[src/hw/lsd_pkg.sv]
/*
  lsd_pkg: shared constants and types of the eight-string dimming engine.
  assumes a 32-bit apb slave, word-aligned registers, 200 MHz mclk.
*/
package lsd_pkg;
  localparam int NSTR = 8;                 // number of strings
  // register byte offsets
  localparam logic [7:0] CTRL_OFF  = 8'h00;
  localparam logic [7:0] INTENS_OFF = 8'h04; // global intensity
  localparam logic [7:0] DRT_OFF   = 8'h08;
  localparam logic [7:0] FLT_OFF   = 8'h0c;
  localparam logic [7:0] IST_OFF   = 8'h10;
  localparam logic [7:0] IMSK_OFF  = 8'h14;
  localparam logic [7:0] ADDR_OFF  = 8'h18;
  localparam logic [7:0] PWM_OFF   = 8'h20; // +4 per string
  localparam logic [7:0] TRIM_OFF  = 8'h40; // +4 per string
  localparam logic [7:0] PHS_OFF   = 8'h60; // +4 per string
  // reset values
  localparam logic [5:0] INTENS_RST = 6'h3f;
  localparam logic [5:0] DRT_RST   = 6'h3f;
  localparam logic [5:0] TRIM_RST  = 6'h3f;
  localparam logic [7:0] PWM_RST   = 8'h00;
  localparam logic [9:0] PHS_RST   = 10'h000;
  localparam logic [9:0] ON_FULL   = 10'h3ff;
  // irq bit positions
  localparam int IRQ_FRAME = 0;
  localparam int IRQ_FAULT = 1;
  // control fields
  typedef struct packed {
    logic sync_en;    // frame from phase input, else counter wrap
    logic direct;     // direct_dim_select
    logic dim_en;     // dim_input_enable
  } lsd_ctrl_t;
  localparam lsd_ctrl_t CTRL_RST = '{sync_en: 1'b0, direct: 1'b0, dim_en: 1'b0};
endpackage

[src/hw/lsd_core.sv]
/*
  lsd_core: eight-string pulse-width dimming engine with apb registers.
  assumes pins arrive asynchronous to mclk_i; pready is always high.
*/
// Our own choices: the APB slave port and the register offsets.
// Operation
// - sync dimming to frame phase and shift clock
// - programmable phase per string
// - all eight widths accepted in one burst
// - six-bit current trim per string
// - global width from intensity or dim input
// - eight-bit pulse width per string
// - six-bit derating shared by all strings
// - ten-bit final on time per string
// - fault output pulled low on fault
// - fault held until read or disable
// - bus address from two select pins
// - run when enabled, shut down otherwise
// - shift clock steps the dimming counter
// - direct drive when both bits set
`timescale 1ns/10ps
module lsd_core #(
  parameter logic [4:0] ADDR_BASE = 5'h0a   // arbitrary upper address bits
) (
  // clock and reset
  input  wire logic                mclk_i,
  input  wire logic                rst_i,
  // apb slave
  input  wire logic                psel_i,
  input  wire logic                penable_i,
  input  wire logic                pwrite_i,
  input  wire logic [7:0]          paddr_i,
  input  wire logic [31:0]         pwdata_i,
  output logic      [31:0]         prdata_o,
  output logic                     pready_o,
  output logic                     pslverr_o,
  // pins from outside
  input  wire logic                enable_i,
  input  wire logic                frame_phase_input_i,
  input  wire logic                shift_clk_i,
  input  wire logic                dim_input_i,
  input  wire logic                addr_select_lo_i,
  input  wire logic                addr_select_hi_i,
  input  wire logic [7:0]          string_fault_i,
  // outputs
  output logic      [7:0]          gate_o,
  output logic      [47:0]         string_current_trim_o,
  output logic      [6:0]          bus_addr_o,
  output logic                     fault_flag_n_o,
  output logic                     fault_flag_n_oe_o,
  output logic                     irq_o
);
  localparam int N = lsd_pkg::NSTR;

  // two-flop synchronisers for all pins
  logic [13:0] s1_q, s2_q;
  logic [13:0] pin_w;
  assign pin_w = {string_fault_i, addr_select_hi_i, addr_select_lo_i,
                  dim_input_i, shift_clk_i, frame_phase_input_i, enable_i};
  always_ff @(posedge mclk_i or posedge rst_i)
    if (rst_i)
    begin
      s1_q <= 14'h0000;
      s2_q <= 14'h0000;
    end
    else
    begin
      s1_q <= pin_w;
      s2_q <= s1_q;
    end

  logic       en_s, fph_s, gsc_s, dim_s;
  logic [7:0] flt_s;
  assign en_s  = s2_q[0];
  assign fph_s = s2_q[1];
  assign gsc_s = s2_q[2];
  assign dim_s = s2_q[3];
  assign flt_s = s2_q[13:6];

  // delayed copies for edge finding
  logic fph_d_q, gsc_d_q;
  always_ff @(posedge mclk_i or posedge rst_i)
    if (rst_i)
    begin
      fph_d_q <= 1'b0;
      gsc_d_q <= 1'b0;
    end
    else
    begin
      fph_d_q <= fph_s;
      gsc_d_q <= gsc_s;
    end

  // address from select pins, refreshed every cycle
  always_ff @(posedge mclk_i or posedge rst_i)
    if (rst_i)
      bus_addr_o <= 7'h00;
    else
      bus_addr_o <= {ADDR_BASE, s2_q[5], s2_q[4]};

  // apb decode; no wait states
  logic wr, rd;
  logic [2:0] idx;
  assign wr = psel_i & penable_i & pwrite_i;
  assign rd = psel_i & penable_i & ~pwrite_i;
  assign idx = paddr_i[4:2];
  assign pready_o = 1'b1;

  // software registers; width, phase, intensity and derating are shadow copies until frame start
  lsd_pkg::lsd_ctrl_t ctrl_q;
  logic [5:0] intens_q, drt_q;
  logic [7:0] pwm_q [N];
  logic [5:0] trim_q [N];
  logic [9:0] phs_q [N];
  logic [1:0] imsk_q;
  always_ff @(posedge mclk_i or posedge rst_i)
    if (rst_i)
    begin
      ctrl_q <= lsd_pkg::CTRL_RST;
      intens_q <= lsd_pkg::INTENS_RST;
      drt_q  <= lsd_pkg::DRT_RST;
      imsk_q <= 2'h0;
      for (int i = 0; i < N; i++)
      begin
        pwm_q[i]  <= lsd_pkg::PWM_RST;
        trim_q[i] <= lsd_pkg::TRIM_RST;
        phs_q[i]  <= lsd_pkg::PHS_RST;
      end
    end
    else if (wr)
    begin
      // widths land in shadows, so a burst of eight is one update
      unique case (paddr_i[7:5])
        3'h0:
          unique case (paddr_i[4:0])
            lsd_pkg::CTRL_OFF[4:0]: ctrl_q <= pwdata_i[2:0];
            lsd_pkg::INTENS_OFF[4:0]: intens_q <= pwdata_i[5:0];
            lsd_pkg::DRT_OFF[4:0]:  drt_q  <= pwdata_i[5:0];
            lsd_pkg::IMSK_OFF[4:0]: imsk_q <= pwdata_i[1:0];
            default: ;
          endcase
        3'h1: pwm_q[idx]  <= pwdata_i[7:0];
        3'h2: trim_q[idx] <= pwdata_i[5:0];
        3'h3: phs_q[idx]  <= pwdata_i[9:0];
        default: ;
      endcase
    end

  // trim drives the current regulator directly
  always_ff @(posedge mclk_i or posedge rst_i)
    if (rst_i)
      string_current_trim_o <= {N{lsd_pkg::TRIM_RST}};
    else
      for (int i = 0; i < N; i++)
        string_current_trim_o[i*6 +: 6] <= trim_q[i];

  // dimming counter steps on rising shift clock edges
  logic [9:0] cnt_q;
  logic step, frame;
  assign step  = gsc_s & ~gsc_d_q;
  // frame start from phase input, or counter wrap when free running
  assign frame = ctrl_q.sync_en ? (fph_s & ~fph_d_q)
                                : (step & (cnt_q == lsd_pkg::ON_FULL));
  always_ff @(posedge mclk_i or posedge rst_i)
    if (rst_i)
      cnt_q <= 10'h000;
    else if (!en_s || frame)
      cnt_q <= 10'h000;
    else if (step)
      cnt_q <= cnt_q + 10'h001;

  // live copies, loaded only at frame start
  logic [7:0] pwm_l_q [N];
  logic [9:0] phs_l_q [N];
  logic [5:0] intens_l_q, drt_l_q;
  always_ff @(posedge mclk_i or posedge rst_i)
    if (rst_i)
    begin
      intens_l_q <= lsd_pkg::INTENS_RST;
      drt_l_q  <= lsd_pkg::DRT_RST;
      for (int i = 0; i < N; i++)
      begin
        pwm_l_q[i] <= lsd_pkg::PWM_RST;
        phs_l_q[i] <= lsd_pkg::PHS_RST;
      end
    end
    else if (frame)
    begin
      intens_l_q <= intens_q;
      drt_l_q  <= drt_q;
      for (int i = 0; i < N; i++)
      begin
        pwm_l_q[i] <= pwm_q[i];
        phs_l_q[i] <= phs_q[i];
      end
    end

  // on time and gate per string
  logic [9:0] on_w [N];
  logic [7:0] gate_d;
  logic ext_g, direct;
  // external input replaces intensity as global width source
  assign ext_g  = ctrl_q.dim_en & ~ctrl_q.direct;
  assign direct = ctrl_q.dim_en & ctrl_q.direct;
  for (genvar g = 0; g < N; g++)
  begin : g_str
    logic [19:0] prod;
    logic [5:0]  gl;
    logic [9:0]  rel;
    // in external mode global factor is full, input gates instead
    assign gl   = ext_g ? 6'h3f : intens_l_q;
    assign prod = 20'(pwm_l_q[g]) * 20'(gl + 7'h01) * 20'(drt_l_q + 7'h01);
    // all-max factors mean continuous on
    assign on_w[g] = (pwm_l_q[g] == 8'hff && gl == 6'h3f && drt_l_q == 6'h3f)
                     ? lsd_pkg::ON_FULL : prod[19:10];
    assign rel = cnt_q - phs_l_q[g];
    always_comb
    begin
      if (!en_s)
        gate_d[g] = 1'b0;
      else if (direct)
        gate_d[g] = dim_s;
      else
        gate_d[g] = ((on_w[g] == lsd_pkg::ON_FULL) || (rel < on_w[g]))
                    && (!ext_g || dim_s);
    end
  end

  always_ff @(posedge mclk_i or posedge rst_i)
    if (rst_i)
      gate_o <= 8'h00;
    else
      gate_o <= gate_d;

  // sticky fault status; event wins over read clear, disable clears all
  logic [7:0] flt_q;
  logic rd_flt;
  assign rd_flt = rd && paddr_i == lsd_pkg::FLT_OFF;
  always_ff @(posedge mclk_i or posedge rst_i)
    if (rst_i)
      flt_q <= 8'h00;
    else if (!en_s)
      flt_q <= 8'h00;
    else
      flt_q <= (rd_flt ? 8'h00 : flt_q) | flt_s;

  // open-drain fault pin: drive low while any fault held
  assign fault_flag_n_o    = 1'b0;
  assign fault_flag_n_oe_o = |flt_q;

  // irq status, write one to clear, set wins
  logic [1:0] ist_q, ev;
  assign ev = {|(flt_s & ~flt_q), frame};
  always_ff @(posedge mclk_i or posedge rst_i)
    if (rst_i)
      ist_q <= 2'h0;
    else if (wr && paddr_i == lsd_pkg::IST_OFF)
      ist_q <= (ist_q & ~pwdata_i[1:0]) | ev;
    else
      ist_q <= ist_q | ev;
  assign irq_o = |(ist_q & imsk_q);

  // read mux and unmapped detection
  always_comb
  begin
    prdata_o  = 32'h0000_0000;
    pslverr_o = 1'b0;
    unique case (paddr_i[7:5])
      3'h0:
        unique case (paddr_i[4:0])
          lsd_pkg::CTRL_OFF[4:0]: prdata_o[2:0] = ctrl_q;
          lsd_pkg::INTENS_OFF[4:0]: prdata_o[5:0] = intens_q;
          lsd_pkg::DRT_OFF[4:0]:  prdata_o[5:0] = drt_q;
          lsd_pkg::FLT_OFF[4:0]:  prdata_o[7:0] = flt_q;
          lsd_pkg::IST_OFF[4:0]:  prdata_o[1:0] = ist_q;
          lsd_pkg::IMSK_OFF[4:0]: prdata_o[1:0] = imsk_q;
          lsd_pkg::ADDR_OFF[4:0]: prdata_o[6:0] = bus_addr_o;
          default: pslverr_o = psel_i & penable_i;
        endcase
      3'h1: prdata_o[7:0] = pwm_q[idx];
      3'h2: prdata_o[5:0] = trim_q[idx];
      3'h3: prdata_o[9:0] = phs_q[idx];
      default: pslverr_o = psel_i & penable_i;
    endcase
  end

  // checks
  fault_drive_a: assert property (@(posedge mclk_i) disable iff (rst_i)
    en_s && |flt_s |=> fault_flag_n_oe_o)
    else $error("fault pin not driven");
  fault_hold_a: assert property (@(posedge mclk_i) disable iff (rst_i)
    (|flt_q) && !rd_flt && en_s |=> fault_flag_n_oe_o)
    else $error("fault released early");
  en_off_a: assert property (@(posedge mclk_i) disable iff (rst_i)
    !en_s |=> gate_o == 8'h00)
    else $error("gates on while disabled");
  frame_cnt_a: assert property (@(posedge mclk_i) disable iff (rst_i)
    frame |=> cnt_q == 10'h000)
    else $error("counter not restarted at frame");
  direct_a: assert property (@(posedge mclk_i) disable iff (rst_i)
    en_s && direct |=> gate_o == {8{$past(dim_s)}})
    else $error("direct drive mismatch");
  live_hold_a: assert property (@(posedge mclk_i) disable iff (rst_i)
    !frame |=> pwm_l_q[0] == $past(pwm_l_q[0]))
    else $error("width changed mid frame");
  addr_pins_a: assert property (@(posedge mclk_i) disable iff (rst_i)
    ##1 bus_addr_o[1:0] == $past(s2_q[5:4]))
    else $error("bus address not from pins");
  trim_out_a: assert property (@(posedge mclk_i) disable iff (rst_i)
    wr && paddr_i == lsd_pkg::TRIM_OFF |=> ##1 string_current_trim_o[5:0] == $past(pwdata_i[5:0], 2))
    else $error("trim not applied");
  step_cnt_a: assert property (@(posedge mclk_i) disable iff (rst_i)
    en_s && step && !frame |=> cnt_q == $past(cnt_q) + 10'h001)
    else $error("counter missed a step");
  full_on_a: assert property (@(posedge mclk_i) disable iff (rst_i)
    en_s && !ctrl_q.dim_en && on_w[2] == lsd_pkg::ON_FULL |=> gate_o[2])
    else $error("full scale not continuous");

endmodule // lsd_core

[config.mk]
export PLATFORM = sky130hd
export DESIGN_NAME = lsd_core
export DESIGN_NICKNAME = d
export VERILOG_FILES = /design/src/hw/lsd_pkg.sv /design/src/hw/lsd_core.sv
export SDC_FILE = /design/constraint.sdc
export NUM_CORES = 2
export LEC_CHECK = 0
export BUFFER_PORTS_ARGS = -buffer_cell sky130_fd_sc_hd__clkbuf_2
export CAP_MARGIN = 20
export CORE_UTILIZATION = 55
export CTS_CLUSTER_DIAMETER = 100
export DETAILED_ROUTE_END_ITERATION = 6
export GPL_TIMING_DRIVEN = 0
export HOLD_SLACK_MARGIN = 0.12
export PLACE_DENSITY = 0.72
export SLEW_MARGIN = 15
export SYNTH_ARGS = -nofsm -noshare
export SYNTH_HDL_FRONTEND = slang
export SYNTH_SLANG_ARGS = --single-unit
[constraint.sdc]
create_clock -name mclk_i -period 16.7 [get_ports mclk_i]
set_input_delay 0.835 -clock mclk_i [delete_from_list [all_inputs] [get_ports mclk_i]]
set_output_delay 0.835 -clock mclk_i [all_outputs]
set_load 0.01 [all_outputs]
# Word level (Yosys, flattened, before mapping)
# Cells that the tools add are included.
# totals
register_bits	474
in_bits	59
output_inout_bits	100
elab_cells	259
# op_classes
n_addsub	11
n_mul	16
magnitude_cmp	10
eq_ne	30
n_mux	59
bitwise	21
n_reduce_logical	54
# op_table
op	count
$mul A20 B20 Y20	7
$mul A8 B20 Y20	7
$mux W10	13
$eq A10 B10 Y1 const B	9
$bwmux W80	1
$lt A10 B10 Y1	8
$sub A10 B10 Y10	8
$bwmux W64	1
$eq A8 B8 Y1 const B	8
$bwmux W48	1
$mux W8	5
$bmux W10 S3	1
$demux W10 S3	1
$logic_and A1 B1 Y1	27
$bmux W8 S3	1
$demux W8 S3	1
$mux W6	4
$pmux W6 S4	1
$mul A15 B7 Y20	1
$mux W1	20
$bmux W6 S3	1
$demux W6 S3	1
$reduce_or A8 Y1	2
$eq A5 B5 Y1 const B	3
37 further kinds	69

# Depth between registers and ports, before layout
# logic_depth
depth_word	12
mapped_depth	51
mapped_depth_nobuf	47

# Worst setup path after synthesis
# Ideal clock, no wire load.
# synth_path
path_type	flip-flop to flip-flop
startpoint	reg ctrl_q[0] (netlist name)
endpoint	reg gate_o[2]
setup_ns	0.086
arrival_time_ns	11.515
required_time_ns	16.614
path_slack_ns	5.099
stages_incl_launch_ff	48
n_path_buf	4
synth_period_minus_slack_ns	11.601
path_cell_list	dfrtp_1 nor2b_1 buf_6 nor2_1 clkbuf_1 buf_1 inv_1 ha_1 xnor2_1 clkbuf_1 nand2_1 fa_1 fa_1 fa_1 fa_1 inv_1 ha_1 o21a_1 (+12 left out) ha_1 a21o_1 a21o_1 a21oi_1 o21ai_0 xnor2_1 xnor2_1 xor2_1 nor2_1 ha_1 nand2_1 nor3_1 a221oi_1 o21ai_0 a22o_1 and2_1 a32o_1 nor3_1
# synth_between
elab_chain_cells	11
word_cells_on_any_way	18
classes_between	add/sub: 1; mul: 2; order compare: 1; eq/ne: 2; mux: 4; bitwise: 2; reduce/logical: 6
# synth_lines
item	line_no	rtl
start, declared	lsd_core.sv:110	lsd_pkg::lsd_ctrl_t ctrl_q;
start signal, assigned	lsd_core.sv:119	ctrl_q <= lsd_pkg::CTRL_RST;
start signal, assigned	lsd_core.sv:136	lsd_pkg::CTRL_OFF[4:0]: ctrl_q <= pwdata_i[2:0];
$and A1 B1 Y1	lsd_core.sv:203	assign ext_g = ctrl_q.dim_en & ~ctrl_q.direct;
$mux W6	lsd_core.sv:211	assign gl = ext_g ? 6'h3f : intens_l_q;
$add A6 B1 Y7 or $eq A6 B6 Y1 (tied branches)	lsd_core.sv:212, lsd_core.sv:214	
$mul A8 B20 Y20 or $logic_and A1 B1 Y1 (tied branches)	lsd_core.sv:212, lsd_core.sv:214	
$mul A20 B20 Y20 or $logic_and A1 B1 Y1 (tied branches)	lsd_core.sv:212, lsd_core.sv:214	
$mux W10	lsd_core.sv:215	? lsd_pkg::ON_FULL : prod[19:10];
$lt A10 B10 Y1 or $eq A10 B10 Y1 (tied branches)	lsd_core.sv:224	gate_d[g] = ((on_w[g] == lsd_pkg::ON_FULL) || (rel < on_w[g]))
$logic_or A1 B1 Y1	lsd_core.sv:224	
$logic_and A1 B1 Y1	lsd_core.sv:225	&& (!ext_g || dim_s);
$mux W1 (*)	lsd_core.sv:221	else if (direct)
$mux W1 (*)	lsd_core.sv:219	if (!en_s)
net gate_d[2]	lsd_core.sv:200	logic [7:0] gate_d;
end signal, assigned	lsd_core.sv:233	gate_o <= gate_d;
end, declared	lsd_core.sv:46	output logic [7:0] gate_o,
# Mark *: on every way through the listed nets, which the timed path passes. The rest lies on a longest branch.
# A chain may end at the register's enable or synchronous reset.

# Worst setup path in the final report
# layout_path
startpoint	reg ctrl_q[1] (netlist name)
endpoint	reg gate_o[2]
# layout_between
elab_chain_cells	12
word_cells_on_any_way	19
classes_between	add/sub: 1; mul: 2; order compare: 1; eq/ne: 2; mux: 4; bitwise: 3; reduce/logical: 6
# layout_lines
item	line_no
$not A1 Y1	lsd_core.sv:203
$and A1 B1 Y1	lsd_core.sv:203
$mux W6	lsd_core.sv:211
$add A6 B1 Y7 or $eq A6 B6 Y1 (tied branches)	lsd_core.sv:212, lsd_core.sv:214
$mul A8 B20 Y20 or $logic_and A1 B1 Y1 (tied branches)	lsd_core.sv:212, lsd_core.sv:214
$mul A20 B20 Y20 or $logic_and A1 B1 Y1 (tied branches)	lsd_core.sv:212, lsd_core.sv:214
$mux W10	lsd_core.sv:215
$lt A10 B10 Y1 or $eq A10 B10 Y1 (tied branches)	lsd_core.sv:224
$logic_or A1 B1 Y1	lsd_core.sv:224
$logic_and A1 B1 Y1	lsd_core.sv:225
$mux W1 (*)	lsd_core.sv:221
$mux W1 (*)	lsd_core.sv:219
net gate_d[2]	lsd_core.sv:200
# Marked as above.

==> impl_metrics.csv <==
group,metric,value,unit
status,outcome,"complete, no violations",
sta,finalSetupViolations,0,
route,drt-vias-per-instance,5.98,
cts,clock_path_buffers,3,
grt,grt_max_degree,98,
run,maxCapViolations,0,
cts,numCtsBuffers,41,
worst_setup_path,r2r_slack,0.38,ns
sta,report.final.slew_viol_count,0,
layout,fin_util,0.594,
floorplanning,ios,159,
sta,setup_ws,0.380,ns
sta,period_share,0.977,
route,finalWirelength,215000,µm
sta,hold_viol_final,0,
route,wl_per_cell,25.4,µm
hold_path,hp-class,"input pin to asynchronous set/reset pin",
place,gp_congestion,1.04,
route,drc,0,
layout,nets,8406,
route,drt-initial-drc-count,4532,
grt,grt_remaining_overflow,0,
floorplanning,start_util,0.554,
route,firstDrtPassIters,5,
layout,num-fill-cells,9885,
yosys,syn_area,63400,µm²
worst_setup_path,crit_fanout,10,
sta,clock.fmax,0.0613,GHz
floorplanning,die-height,341,µm
yosys,synth_edf_count,0,
place,pre_cts_slack,0.356,ns
yosys,yosysWarnings,0,
power,peakVddDrop,0.111,mV
cts,clk_pin_slew,0.07,ns
grt,antenna_found_initial,11,
cts,cts_tree,"done",
route,postRouteAntennaNets,0,
worst_setup_path,cp_slowest_cell,"clkdlybuf4s15_1",
yosys,synth_area_leaders,"fa_1, dfrtp_1, ha_1",
layout,drive_above_1_share,0.124,
place,io_buffers,102,
route,vias,50700,
sta,tightestPinTransition,1.35,ns
yosys,avgSynthCellArea,9.44,µm²
worst_setup_path,worst_path_most_repeated_cell,"fa_1",
worst_setup_path,worstPathArrival,16.71,ns
yosys,ys_ff_latch,474,
yosys,synth.most_common_cell,"inv_1",
yosys,yosys.area.top_type,"fa_1",
yosys,syn_inst,6709,
yosys,synth_ff_type,"dfrtp_1",
grt,grt_pass1_vias,50800,
yosys,netlist.area_leader.share,0.246,
floorplanning,die_w,341,µm
worst_setup_path,crit_required,17.09,ns
floorplanning,core-area,114000,µm²
cts,post-cts-setup-buffers,0,
sta,rsz0062_at_grt,"false",
sta,relSlewSlack,0.0983,
yosys,async_reset_ff_frac,1.00,
yosys,ys_seq_area_frac,0.190,
cts,cts_num_sinks,474,
yosys,synth.distinct_cells,89,
worst_setup_path,cp-end-kind,"flip-flop",
floorplanning,num_rows,124,
floorplanning,die_area,117000,µm²
layout,area_delta_synth_final,7.20,%
power,powerDensity,37.4,nW/µm²
worst_setup_path,start_kind,"flip-flop",
power,p_leak,32.5,nW
cts,insertion_delay,0.58,ns
worst_setup_path,r2r_cells,46,
grt,grt_use_total,0.373,
yosys,synth_commonest_cells,"inv_1, fa_1, ha_1, nand2_1, nor2_1",
cts,h-tree-depth,2,
grt,grt_first_pass_wirelength,320000,µm
cts,cts-root-buf,"clkbuf_16",
worst_setup_path,critPathKind,"flip-flop to flip-flop",
place,place_hpwl,176000,µm
worst_setup_path,critPathMaxStageDelay,0.95,ns
sta,finalClockSkew,0.0237,ns
sta,post-route-min-period,16.32,ns
-- path summary, 6_finish.rpt --
check,from,endpoint
setup / recovery,ctrl_q[1],gate_o[2]
hold reg to reg,s1_q[3],s2_q[3]
setup reg to reg,ctrl_q[1],gate_o[2]
min in group mclk_i,s1_q[3],s2_q[3]
hold / removal,rst_i,gate_o[4]
max in group asynchronous,rst_i,s1_q[3]
-- area by class of cell --
cell class,instances,area [µm²],share of cell area
antenna,18,45.0,0.000663
buffer,288,1220,0.0180
clock buffer,53,1170,0.0173
clock inverter,22,289,0.00426
inverter,1035,3890,0.0573
multi-input combinational,4938,46400,0.683
sequential,474,12000,0.177
tap,1512,1890,0.0279
timing repair buffer,132,972,0.0143
-- cells by family (layout without fill, tap and decap cells) --
| kind of cell | after synthesis | count (layout) | synth area share |
|---|---|---|---|
| AO/OA/AOI/OAI | 638 | 638 | 0.0659 |
| XOR/XNOR | 327 | 327 | 0.0472 |
| adder cells (fa/ha/maj) | 1437 | 1437 | 0.376 |
| buffers and inverters | 1323 | 1530 | 0.0803 |
| flip-flops | 474 | 474 | 0.190 |
| multiplexers | 450 | 450 | 0.0886 |
| other | 2 | 46 | 0.000119 |
| AND/OR/NAND/NOR | 2058 | 2058 | 0.152 |
-- per-layer routing --
metal  GRT usage  part of all wire
met3      0.0941              0.11
met2       0.564              0.43
met4       0.227             0.073
met1       0.481              0.39
met5           0           0.00018
-- power breakdown --
part,switching [mW],leakage [nW],internal [mW]
Sequential,0.0384,6.06,1.19
Combinational,0.150,25.7,0.0952
Clock,0.463,0.729,0.597
Total,0.651,32.5,1.89
-- registers in the layout (all words and copies together), names as in the netlist --
| name | flops |
|---|---|
| phs_l_q | 80 |
| fph_d_q | 1 |
| drt_l_q | 6 |
| flt_q | 8 |
| drt_q | 6 |
| s1_q | 14 |
| s2_q | 14 |
| intens_l_q | 6 |
| pwm_q | 64 |
| bus_addr_o | 3 |
| cnt_q | 10 |
| imsk_q | 2 |
| phs_q | 80 |
| trim_q | 48 |
| string_current_trim_o | 48 |
| gate_o | 8 |
| ist_q | 2 |
| intens_q | 6 |
| gsc_d_q | 1 |
| ctrl_q | 3 |
| pwm_l_q | 64 |
-- placed cells by master (no fill, tap or decap), types with 29 or more instances in the layout --
cell type,count
clkbuf_16,44
mux4_2,51
dfstp_2,120
inv_1,1033
nor2_1,620
a31oi_1,37
clkbuf_1,198
a21o_1,67
dfrtp_1,354
buf_4,32
a21oi_1,174
mux2_2,374
nor2b_1,72
nand3_1,76
nand2b_1,113
buf_1,53
xor2_1,116
ha_1,659
nor3_1,58
o21ai_0,107
and2_1,253
fa_1,778
o21a_1,29
nand2_1,626
clkbuf_2,108
or2_2,54
xnor2_1,197
and3_1,58
nand4_1,40
-- metrics by stage --
stage	setup TNS (ns)	power (mW)	instances	hold WS, ns	instance area (µm²)
2_1_floorplan	0	1.39	6735	0.331	63500
3_3_place_gp	-652.08	1.48	8349	0.332	65900
3_5_place_dp	0	1.49	8371	0.335	66300
4_1_cts	0	2.54	8446	0.340	67700
5_1_grt	0	2.61	8456	0.349	67900
6_report	0	2.54	8472	0.339	67900
-- critical path: cells and delay by family (launching register included) --
family	cells	cell delay (ns)
compound gates	10	2.84
xor+xnor	4	1.46
fa+ha+maj	12	5.27
buf+inv	9	3.56
flops	1	0.68
simple gates	11	2.31
-- repair_timing --
| item | in CTS | in global routing |
|---|---|---|
| resized for setup | 0 | 7 |
| hold buffers | 0 | 0 |
| setup endpoints to repair | 0 | 1 |
| hold endpoints to repair | 0 | 0 |
Note: power is estimated with default switching activity, not from simulation.
